[src/cas_pkg.sv]
package cas_pkg;

  // register indices: byte offsets are all multiples of four, so the byte address is four times these
  localparam logic [7:0] IDX_THERMAL_AND_BATTERY_VOLTAGE = 8'h0E;
  localparam logic [7:0] IDX_SYSTEM_VOLTAGE_RESULT       = 8'h0F;
  localparam logic [7:0] IDX_INPUT_VOLTAGE_RESULT        = 8'h11;
  localparam logic [7:0] IDX_CHARGE_CURRENT_RESULT       = 8'h12;
  localparam logic [7:0] IDX_INPUT_LOOP_STATUS           = 8'h13;
  localparam logic [7:0] IDX_EVT_STATUS   = 8'h20;
  localparam logic [7:0] IDX_EVT_MASK     = 8'h21;
  localparam logic [7:0] IDX_CTRL         = 8'h22;

  localparam int ADDR_W      = 10;
  localparam int CODE_W      = 7;
  localparam int ILIM_W      = 6;
  localparam int EVT_W       = 4;

  // event bit positions
  localparam int EVT_THERM   = 0;
  localparam int EVT_INPUT   = 1;
  localparam int EVT_VLOOP   = 2;
  localparam int EVT_ILOOP   = 3;

  // control register bit positions
  localparam int CTRL_FREEZE = 0;

  localparam logic [6:0]  CODE_DEFAULT  = 7'h00;
  localparam logic [5:0]  ILIM_DEFAULT  = 6'h00;
  localparam logic [3:0]  MASK_RESET    = 4'h0;
  localparam logic [31:0] RDATA_UNMAPPED = 32'h00000000;

  // measurement frame presented by the converter and regulation loops
  typedef struct packed {
    logic       thermal_limit_flag;
    logic [6:0] battery_voltage_code;
    logic [6:0] system_voltage_code;
    logic       input_present_flag;
    logic [6:0] input_voltage_code;
    logic [6:0] charge_current_code;
    logic       battery_short;
    logic       input_voltage_loop_flag;
    logic       input_current_loop_flag;
    logic [5:0] applied_input_current_limit;
  } cas_meas_type;

endpackage

[src/cas_sync.sv]
`timescale 1ns/1ps
module cas_sync #(
  parameter int WIDTH = 1
) (
  // clock and reset
  input  wire logic             pclk,
  input  wire logic             presetn,
  input  wire logic             clk_en,
  // data
  input  wire logic [WIDTH-1:0] async_in,
  output logic      [WIDTH-1:0] sync_out
);

  logic [WIDTH-1:0] stage1_r;

  initial begin
    if (WIDTH < 1) $error("cas_sync width must be positive");
  end

  always_ff @(posedge pclk or negedge presetn) begin
    if (!presetn) begin
      stage1_r <= '0;
      sync_out <= '0;
    end else if (clk_en) begin
      stage1_r <= async_in;
      sync_out <= stage1_r;
    end
  end

endmodule

[src/cas_sample.sv]
`timescale 1ns/1ps
module cas_sample (
  // clock and reset
  input  wire logic                 pclk,
  input  wire logic                 presetn,
  input  wire logic                 clk_en,
  // conversion side
  input  wire logic                 conv_done,
  input  wire logic                 freeze,
  input  wire cas_pkg::cas_meas_type meas_in,
  // held result
  output cas_pkg::cas_meas_type     meas_held
);

  // results only move on a completed conversion, so reads never see a half-updated code
  always_ff @(posedge pclk or negedge presetn) begin
    if (!presetn) begin
      meas_held <= '0;
    end else if (clk_en && conv_done && !freeze) begin
      meas_held <= meas_in;
      if (meas_in.battery_short)
        meas_held.charge_current_code <= cas_pkg::CODE_DEFAULT;
    end
  end

endmodule

[src/cas_regs.sv]
// Design decision made here: the APB register port.
`timescale 1ns/1ps
// Notes on behaviour
// Bit 7 of the battery-voltage register reads 1 while thermal regulation limits charging.
// Bits 6..0 of that register give the battery voltage code, 20mV per lsb up to 1280mV msb.
// Bit 7 of the system-voltage register always reads 0.
// Bits 6..0 of the system-voltage register give the system voltage code, 20mV lsb to 1280mV msb.
// Bit 7 of the input-voltage register reads 1 while a good input supply is attached.
// The input-voltage code is 100mV per step over a 2.6V offset, 0 meaning 2.6V and the default.
// The charge-current code is 50mA per step from zero, defaulting to zero.
// The charge-current code reads all zeros while the battery sits below the short threshold.
// Bit 7 of the loop status register reads 1 while the input voltage loop regulates.
// Bit 6 of the loop status register reads 1 while the input current loop regulates.
// Bits 5..0 of the loop status register give the applied input current limit, 50mA to 1600mA.
// The five result registers are read-only and writes to them are ignored.
// Each result holds the last completed conversion stable between updates; while CTRL freeze is set, conversions are not taken.
module cas_regs (
  // apb
  input  wire logic                      pclk,
  input  wire logic                      presetn,
  input  wire logic                      clk_en,
  input  wire logic                      psel,
  input  wire logic                      penable,
  input  wire logic                      pwrite,
  input  wire logic [cas_pkg::ADDR_W-1:0] paddr,
  input  wire logic [31:0]               pwdata,
  input  wire logic [3:0]                pstrb,
  output logic      [31:0]               prdata,
  output logic                           pready,
  output logic                           pslverr,
  // measurement inputs, asynchronous to pclk
  input  wire cas_pkg::cas_meas_type     meas_in,
  input  wire logic                      conv_done,
  // interrupt
  output logic                           irq
);

  cas_pkg::cas_meas_type meas_held;
  logic                  conv_done_s;
  logic                  conv_done_d_r;
  logic [cas_pkg::EVT_W-1:0] evt_status_r;
  logic [cas_pkg::EVT_W-1:0] evt_mask_r;
  logic                  freeze_r;
  logic [cas_pkg::EVT_W-1:0] flags_now;
  logic [cas_pkg::EVT_W-1:0] flags_prev_r;
  logic [cas_pkg::EVT_W-1:0] evt_set;
  logic [cas_pkg::EVT_W-1:0] evt_clr;
  logic                  setup;
  logic                  wr_acc;
  logic                  rd_acc;
  logic [7:0]            idx;
  logic                  word_ok;
  logic                  mapped;
  logic [31:0]           rd_nxt;
  logic                  conv_done_p;
  logic [2:0]            sync_prime_r;

  // the done strobe is a level toggle crossing, so synchronise then edge-detect
  cas_sync #(
    .WIDTH (1)
  ) u_done_sync (
    .pclk     (pclk),
    .presetn  (presetn),
    .clk_en   (clk_en),
    .async_in (conv_done),
    .sync_out (conv_done_s)
  );

  // a toggle level left over from before reset must not look like a fresh conversion;
  // edges are trusted once synchroniser and edge register agree with the pin, three edges on
  always_ff @(posedge pclk or negedge presetn) begin
    if (!presetn) begin
      conv_done_d_r <= 1'b0;
      sync_prime_r  <= 3'h0;
    end else if (clk_en) begin
      conv_done_d_r <= conv_done_s;
      sync_prime_r  <= {sync_prime_r[1:0], 1'b1};
    end
  end

  assign conv_done_p = sync_prime_r[2] && (conv_done_s ^ conv_done_d_r);

  // data bus is sampled only on the detected toggle edge, three cycles after the toggle moved, so it is settled
  cas_sample u_sample (
    .pclk      (pclk),
    .presetn   (presetn),
    .clk_en    (clk_en),
    .conv_done (conv_done_p),
    .freeze    (freeze_r),
    .meas_in   (meas_in),
    .meas_held (meas_held)
  );

  // apb decode
  assign setup   = psel && !penable;
  assign idx     = paddr[cas_pkg::ADDR_W-1:2];
  assign word_ok = (paddr[1:0] == 2'h0);
  assign wr_acc  = setup && pwrite && clk_en;
  assign rd_acc  = setup && !pwrite && clk_en;

  always_comb begin
    mapped = 1'b1;
    rd_nxt = cas_pkg::RDATA_UNMAPPED;
    case (idx)
      cas_pkg::IDX_THERMAL_AND_BATTERY_VOLTAGE:
        rd_nxt[7:0] = {meas_held.thermal_limit_flag, meas_held.battery_voltage_code};
      cas_pkg::IDX_SYSTEM_VOLTAGE_RESULT:
        rd_nxt[7:0] = {1'b0, meas_held.system_voltage_code};
      cas_pkg::IDX_INPUT_VOLTAGE_RESULT:
        rd_nxt[7:0] = {meas_held.input_present_flag, meas_held.input_voltage_code};
      cas_pkg::IDX_CHARGE_CURRENT_RESULT:
        rd_nxt[7:0] = {1'b0, meas_held.charge_current_code};
      cas_pkg::IDX_INPUT_LOOP_STATUS:
        rd_nxt[7:0] = {meas_held.input_voltage_loop_flag, meas_held.input_current_loop_flag,
                       meas_held.applied_input_current_limit};
      cas_pkg::IDX_EVT_STATUS:
        rd_nxt[cas_pkg::EVT_W-1:0] = evt_status_r;
      cas_pkg::IDX_EVT_MASK:
        rd_nxt[cas_pkg::EVT_W-1:0] = evt_mask_r;
      cas_pkg::IDX_CTRL:
        rd_nxt[cas_pkg::CTRL_FREEZE] = freeze_r;
      default:
        mapped = 1'b0;
    endcase
    if (!word_ok) begin
      mapped = 1'b0;
      rd_nxt = cas_pkg::RDATA_UNMAPPED;
    end
  end

  // no wait state: answer is registered in the setup cycle, pready high in the first access cycle
  always_ff @(posedge pclk or negedge presetn) begin
    if (!presetn) begin
      pready  <= 1'b0;
      pslverr <= 1'b0;
      prdata  <= '0;
    end else if (clk_en) begin
      pready  <= setup;
      pslverr <= setup && !mapped;
      if (rd_acc)
        prdata <= rd_nxt;
      else if (setup)
        prdata <= '0;
    end
  end

  // writes to result registers fall through the decode untouched
  always_ff @(posedge pclk or negedge presetn) begin
    if (!presetn) begin
      evt_mask_r <= cas_pkg::MASK_RESET;
      freeze_r   <= 1'b0;
    end else if (wr_acc && word_ok && pstrb[0]) begin
      if (idx == cas_pkg::IDX_EVT_MASK)
        evt_mask_r <= pwdata[cas_pkg::EVT_W-1:0];
      if (idx == cas_pkg::IDX_CTRL)
        freeze_r <= pwdata[cas_pkg::CTRL_FREEZE];
    end
  end

  // events: rising edges of the held status flags
  assign flags_now = {meas_held.input_current_loop_flag, meas_held.input_voltage_loop_flag,
                      meas_held.input_present_flag, meas_held.thermal_limit_flag};
  assign evt_set   = flags_now & ~flags_prev_r;
  assign evt_clr   = (wr_acc && word_ok && pstrb[0] && idx == cas_pkg::IDX_EVT_STATUS)
                     ? pwdata[cas_pkg::EVT_W-1:0] : '0;

  always_ff @(posedge pclk or negedge presetn) begin
    if (!presetn) begin
      flags_prev_r <= '0;
      evt_status_r <= '0;
    end else if (clk_en) begin
      flags_prev_r <= flags_now;
      // a new event wins over a simultaneous clear
      evt_status_r <= (evt_status_r & ~evt_clr) | evt_set;
    end
  end

  always_ff @(posedge pclk or negedge presetn) begin
    if (!presetn)
      irq <= 1'b0;
    else if (clk_en)
      irq <= |(((evt_status_r & ~evt_clr) | evt_set) & evt_mask_r);
  end

endmodule

[config.mk]
export PLATFORM = sky130hd
export DESIGN_NAME = cas_regs
export DESIGN_NICKNAME = d
export VERILOG_FILES = /design/src/cas_pkg.sv /design/src/cas_sync.sv /design/src/cas_sample.sv /design/src/cas_regs.sv
export SDC_FILE = /design/constraint.sdc
export NUM_CORES = 1
export LEC_CHECK = 0
export BUFFER_PORTS_ARGS = -buffer_cell sky130_fd_sc_hd__buf_2
export CORE_ASPECT_RATIO = 2
export CORE_MARGIN = 2
export CORE_UTILIZATION = 49
export CTS_CLUSTER_SIZE = 30
export DETAILED_ROUTE_END_ITERATION = 6
export PLACE_DENSITY = 0.8
export SYNTH_ARGS = -nofsm -noshare
export SYNTH_HDL_FRONTEND = slang
export SYNTH_SLANG_ARGS = --single-unit
[constraint.sdc]
create_clock -name pclk -period 1.9 [get_ports pclk]
set_input_delay 0.095 -clock pclk [delete_from_list [all_inputs] [get_ports pclk]]
set_output_delay 0.095 -clock pclk [all_outputs]
set_load 0.02 [all_outputs]
### Word-level counts from Yosys, hierarchy flattened

Index checks and enable logic that the tools add are counted.

* equality and inequality tests: 8
* muxes and demuxes: 10
* bitwise logic cells: 7
* reductions and logical operators: 23

Operators with widths (number)
* $mux W32: 2
* $eq A8 B5 Y1 const B: 3
* $eq A8 B6 Y1 const B: 3
* $pmux W3 S7: 1
* $pmux W4 S5: 1
* $eq A8 B4 Y1 const B: 2
* $and A4 B4 Y4: 3
* $logic_and A1 B1 Y1: 12
* $mux W8: 1
* $not A4 Y4: 2
* $pmux W1 S8: 1
* $reduce_or A8 Y1: 1
* $mux W7: 1
* $reduce_and A2 Y1: 3
* $logic_not A1 Y1: 4
* $mux W4: 1
* $or A4 B4 Y4: 1
* $reduce_or A4 Y1: 1
* $logic_not A2 Y1: 1
* $mux W1: 2
* $reduce_bool A2 Y1: 1
* $xor A1 B1 Y1: 1

* flip-flop bits (word level): 92
* input port bits: 92
* output and inout bits: 35
* word-level logic and storage cells: 69

### Depth between registers and ports, before layout

* depth in word-level cells: 13
* depth in mapped cells: 6
* gate-level depth less buffers: 5

### Cells and area by module

Synthesis repeated with hierarchy kept, for this count alone.

* cells, all modules: 292
* area total of the unflattened synthesis: 3542.1 um2

By module, submodules not included
* cas_regs: times used 1, cells an instance 198, area each 1920.6 um2, seq. area each 700.7 um2
* cas_sample: times used 1, cells an instance 90, area each 1549.0 um2, seq. area each 975.9 um2
* cas_sync: times used 1, cells an instance 4, area each 72.6 um2, seq. area each 50.0 um2

### Worst setup path after synthesis

OpenSTA, ideal clock, no wires.

* kind: register to register
* start: register u_done_sync.sync_out
* end: register u_sample.meas_held[16] (netlist name)
* library setup time: 125 ps
* arrival time: 1518 ps
* required time: 1775 ps
* path slack: 257 ps
* cell stages (with the launch flop): 5
* path buffers: 1
* period minus slack after synthesis: 1643 ps
* path through: dfrtp_1 xnor2_1 nor3_2 buf_2 mux2_2

* word-level cells in the longest chain between the ends: 4

RTL lines
* from (decl): RTL line cas_sync.sv:11 `output logic [WIDTH-1:0] sync_out`
* from (signal assigned): RTL line cas_sync.sv:26 `sync_out <= stage1_r;`
* $xor A1 B1 Y1: RTL line cas_regs.sv:81 `assign conv_done_p = sync_prime_r[2] && (conv_done_s ^ conv_done_d_r);`
* $logic_and A1 B1 Y1: RTL line cas_regs.sv:81
* $logic_and A1 B1 Y1 (2 in a row): RTL line cas_sample.sv:19 `end else if (clk_en && conv_done && !freeze) begin`

Every way passes these cells.
A chain may end at the register's enable or synchronous reset.

### Worst setup path after layout

* start: register u_done_sync.sync_out
* end: register u_sample.meas_held[17] (netlist name)

* word-level cells in the longest chain between the ends: 4

RTL lines (RTL line)
* $xor A1 B1 Y1: cas_regs.sv:81
* $logic_and A1 B1 Y1: cas_regs.sv:81
* $logic_and A1 B1 Y1 (2 in a row): cas_sample.sv:19

Every way passes these cells.

==> flow_summary.json <==
{
  "power.switching_fraction_pct": 28.0,
  "synth_flop_cell": "sky130_fd_sc_hd__dfrtp_1",
  "die_area_um2": 7700,
  "leakage_nw": 1.91,
  "tritoncts": "yes",
  "sequentialPowerShare_pct": 46.9,
  "first_global_vias": 2604,
  "synth.cells.most_frequent": "sky130_fd_sc_hd__dfrtp_1 (68), sky130_fd_sc_hd__mux2_2 (42), sky130_fd_sc_hd__nand2_1 (32)",
  "synth.avg_cell_area_um2": 11.0,
  "outcome": "finished clean",
  "detailedPlace.worstSlack_ps": 134,
  "clkSinkCount": 68,
  "initial_core_utilization_pct": 50.0,
  "worstPathMaxFanout": 42,
  "synthMostInstantiatedCell": "sky130_fd_sc_hd__dfrtp_1",
  "grt.total_usage_pct": 20.4,
  "grt_start_max_net_pins": 69,
  "data_arrival_time_of_the_critical_path_ps": 1870,
  "place.detailed.hpwl_um": 5370,
  "clk_slew_on_worst_s_h_paths_ps": 60,
  "worstMarginPinSlew_ps": 575,
  "fin_crit_share_pct": 87.7,
  "power_frac_clock_pct": 34.1,
  "comb_power_share_pct": 19.0,
  "clock_tree.htree_level_count": 3,
  "post_cts_buffers": 0,
  "cts-root-buf": "sky130_fd_sc_hd__clkbuf_16",
  "report.final.slew_viol_count": 0,
  "synth_area_leader_cell": "sky130_fd_sc_hd__dfrtp_1",
  "critical_path_class": "register to register",
  "drtAntennaViolNets": 0,
  "report.final.hold_viol_count": 0,
  "die_w_um": 63.1,
  "startpoint_type": "register",
  "worst_path_dominant_cell_family": "flip-flops",
  "antenna-diode-count": 0,
  "internal_power_w": 0.00321,
  "buffer_ports.inserted": 71,
  "num_io_pins": 127,
  "worst_slack_ps": 233,
  "min_cycle_time_layout_ps": 1670,
  "critical_path_required_ps": 2110,
  "synth.lib_cells_used.distinct": 45,
  "vias_per_cell": 5.33,
  "fp.coreArea_um2": 6830,
  "replace_congestion": 0.818,
  "cts_max_path_buffers": 2,
  "timing.critical_path.cells": "xnor2_1, nor3_4, buf_12, mux2_2",
  "synth-seq-area-share_pct": 49.8,
  "synth_seq_cells": 68,
  "synth-edff-count": 0,
  "yosys_warnings": 0,
  "cp-end-kind": "register",
  "cts.repair.resized": 0,
  "clock_latency_ps": 320,
  "placement_rows": 43,
  "synthesis.area_um2": 3420,
  "vias": 2634,
  "relSlewSlack_pct": 61.3,
  "drtIter0Drc": 222,
  "timing.max_cap.violations": 0,
  "highest_clock_rate_ghz": 0.600,
  "antenna_violations_before_repair": 0,
  "postSynth.asyncResetShare_pct": 100,
  "utilization_pct": 61.9,
  "drive_gt1_share_pct": 37.9,
  "remaining_drc_errors": 0,
  "tritoncts.num_buffers": 9,
  "die_h_um": 122,
  "layout-area-overhead-vs-synth_pct": 23.7,
  "grt_pass1_wl_um": 12300,
  "hold_class": "input port to register",
  "cts-hold-fix-buffers": 9,
  "cpMaxStageDelayCell": "sky130_fd_sc_hd__dfrtp_1",
  "synthesis.instances": 310,
  "setup_tns_ps": 0,
  "detail_route.first_pass.iterations": 5,
  "net-switching-power_w": 0.00125,
  "routed_wire_length_per_instance_um": 15.3,
  "final_setup_violations": 0,
  "grt_setup_unrepaired": "no",
  "routed_wl_um": 7580,
  "layout.nets": 491,
  "fin_skew_ps": 5.74,
  "timing.critical_path.buf_inv": 1,
  "grt_overflow": 0,
  "vdd_ir_drop_max_v": 0.000875,
  "post-synth-top-area-fraction_pct": 49.8,
  "p_per_area_nw_per_um2": 1060,
  "critical_path.max_stage_delay_ps": 400,
  "post_synth_main_area_contributors": "sky130_fd_sc_hd__dfrtp_1 (50%), sky130_fd_sc_hd__mux2_2 (14%), sky130_fd_sc_hd__buf_4 (5.3%)"
}
[cell usage in the layout, fill, tap and decap left out, types with 3 or more instances in the layout]
master                          count
sky130_fd_sc_hd__buf_2             71
sky130_fd_sc_hd__dfrtp_1           68
sky130_fd_sc_hd__mux2_2            42
sky130_fd_sc_hd__nand2_1           32
sky130_fd_sc_hd__conb_1            24
sky130_fd_sc_hd__o21ai_0           19
sky130_fd_sc_hd__inv_1             15
sky130_fd_sc_hd__dlygate4sd3_1     10
sky130_fd_sc_hd__nand3b_1           9
sky130_fd_sc_hd__clkbuf_16          9
sky130_fd_sc_hd__buf_4              9
sky130_fd_sc_hd__nor2_1             7
sky130_fd_sc_hd__a22oi_1            7
sky130_fd_sc_hd__nand3_1            6
sky130_fd_sc_hd__mux2i_1            5
sky130_fd_sc_hd__nor3_1             5
sky130_fd_sc_hd__o22ai_1            5
sky130_fd_sc_hd__nor2b_1            4
sky130_fd_sc_hd__a221oi_1           4
sky130_fd_sc_hd__a21oi_1            4
sky130_fd_sc_hd__nor4_4             3
sky130_fd_sc_hd__o2bb2ai_1          3
sky130_fd_sc_hd__nand2b_1           3
sky130_fd_sc_hd__a222oi_1           3
sky130_fd_sc_hd__o21a_1             3
sky130_fd_sc_hd__clkinv_2           3
[area by class of cell]
type,instances,area (um2)
fillers,565,2600
clock inverters,6,38.8
multi-input cells,213,1520
inverters,15,56.3
repair buffers,92,563
well taps,90,113
clock buffers,10,239
flip-flops and latches,68,1700
[power by group through the flow]
stage	clock network, W	registers [W]	logic, W
3_3_place_gp	0	0.00209	0.000802
6_report	0.00152	0.00209	0.000850
3_5_place_dp	0	0.00212	0.000833
2_1_floorplan	0	0.00202	0.000650
5_1_grt	0.00160	0.00214	0.000941
4_1_cts	0.00155	0.00209	0.000857
[stage by stage]
| stage | power (W) | cells | instance area (um2) | hold WS [ps] |
|---|---|---|---|---|
| after floorplan | 0.00267 | 333 | 3510 | -201 |
| after global placement | 0.00289 | 468 | 3850 | 141 |
| after detailed placement | 0.00295 | 468 | 3850 | 141 |
| after CTS | 0.00450 | 493 | 4220 | 0.322 |
| after global routing | 0.00469 | 494 | 4230 | 0.200 |
| final | 0.00447 | 494 | 4230 | 6.13 |
[state kept, by name, summed over array words and instances (netlist names)]
name and cells:
u_done_sync.sync_out 1, sync_prime_r 3, pready 1, conv_done_d_r 1, irq 1, freeze_r 1
evt_mask_r 4, evt_status_r 4, u_done_sync.stage1_r 1, pslverr 1, flags_prev_r 4, prdata 8
u_sample.meas_held 38
[kinds of logic (layout without fill, tap and decap cells)]
kind of cell / count (synthesis) / in the layout / synth area share [%]
other: 1 / 24 / 0.110
buffers and inverters: 52 / 123 / 8.53
AND/OR/NAND/NOR: 78 / 78 / 13.1
AO/OA/AOI/OAI: 63 / 63 / 12.9
XOR/XNOR: 1 / 1 / 0.256
flip-flops: 68 / 68 / 49.8
multiplexers: 47 / 47 / 15.3
[final timing paths]
| kind | endpoint | from | cells past startpoint | slack, ps |
|---|---|---|---|---|
| min in group asynchronous | flags_prev_r[2]$_DFFE_PN0P_ | presetn | 3 | 310 |
| max in group asynchronous | u_sample.meas_held[3]$_DFFE_PN0P_ | presetn | 3 | 1290 |
| min reg2reg | evt_status_r[2]$_DFFE_PN0P_ | flags_prev_r[2]$_DFFE_PN0P_ | 1 | 430 |
| max reg2reg | u_sample.meas_held[17]$_DFFE_PN0P_ | u_done_sync.sync_out$_DFFE_PN0P_ | 4 | 230 |
| max | u_sample.meas_held[17]$_DFFE_PN0P_ | u_done_sync.sync_out$_DFFE_PN0P_ | 4 | 230 |
| min | u_sample.meas_held[21]$_DFFE_PN0P_ | meas_in[21] | 2 | 6 |
[metal layers]
metal	global-route usage, %	routed length (um)
met4	5.69	37
met5	0	0
met2	35.2	3900
met3	3.79	430
met1	26.1	3210
No activity file was read; power rests on OpenSTA's default activity.
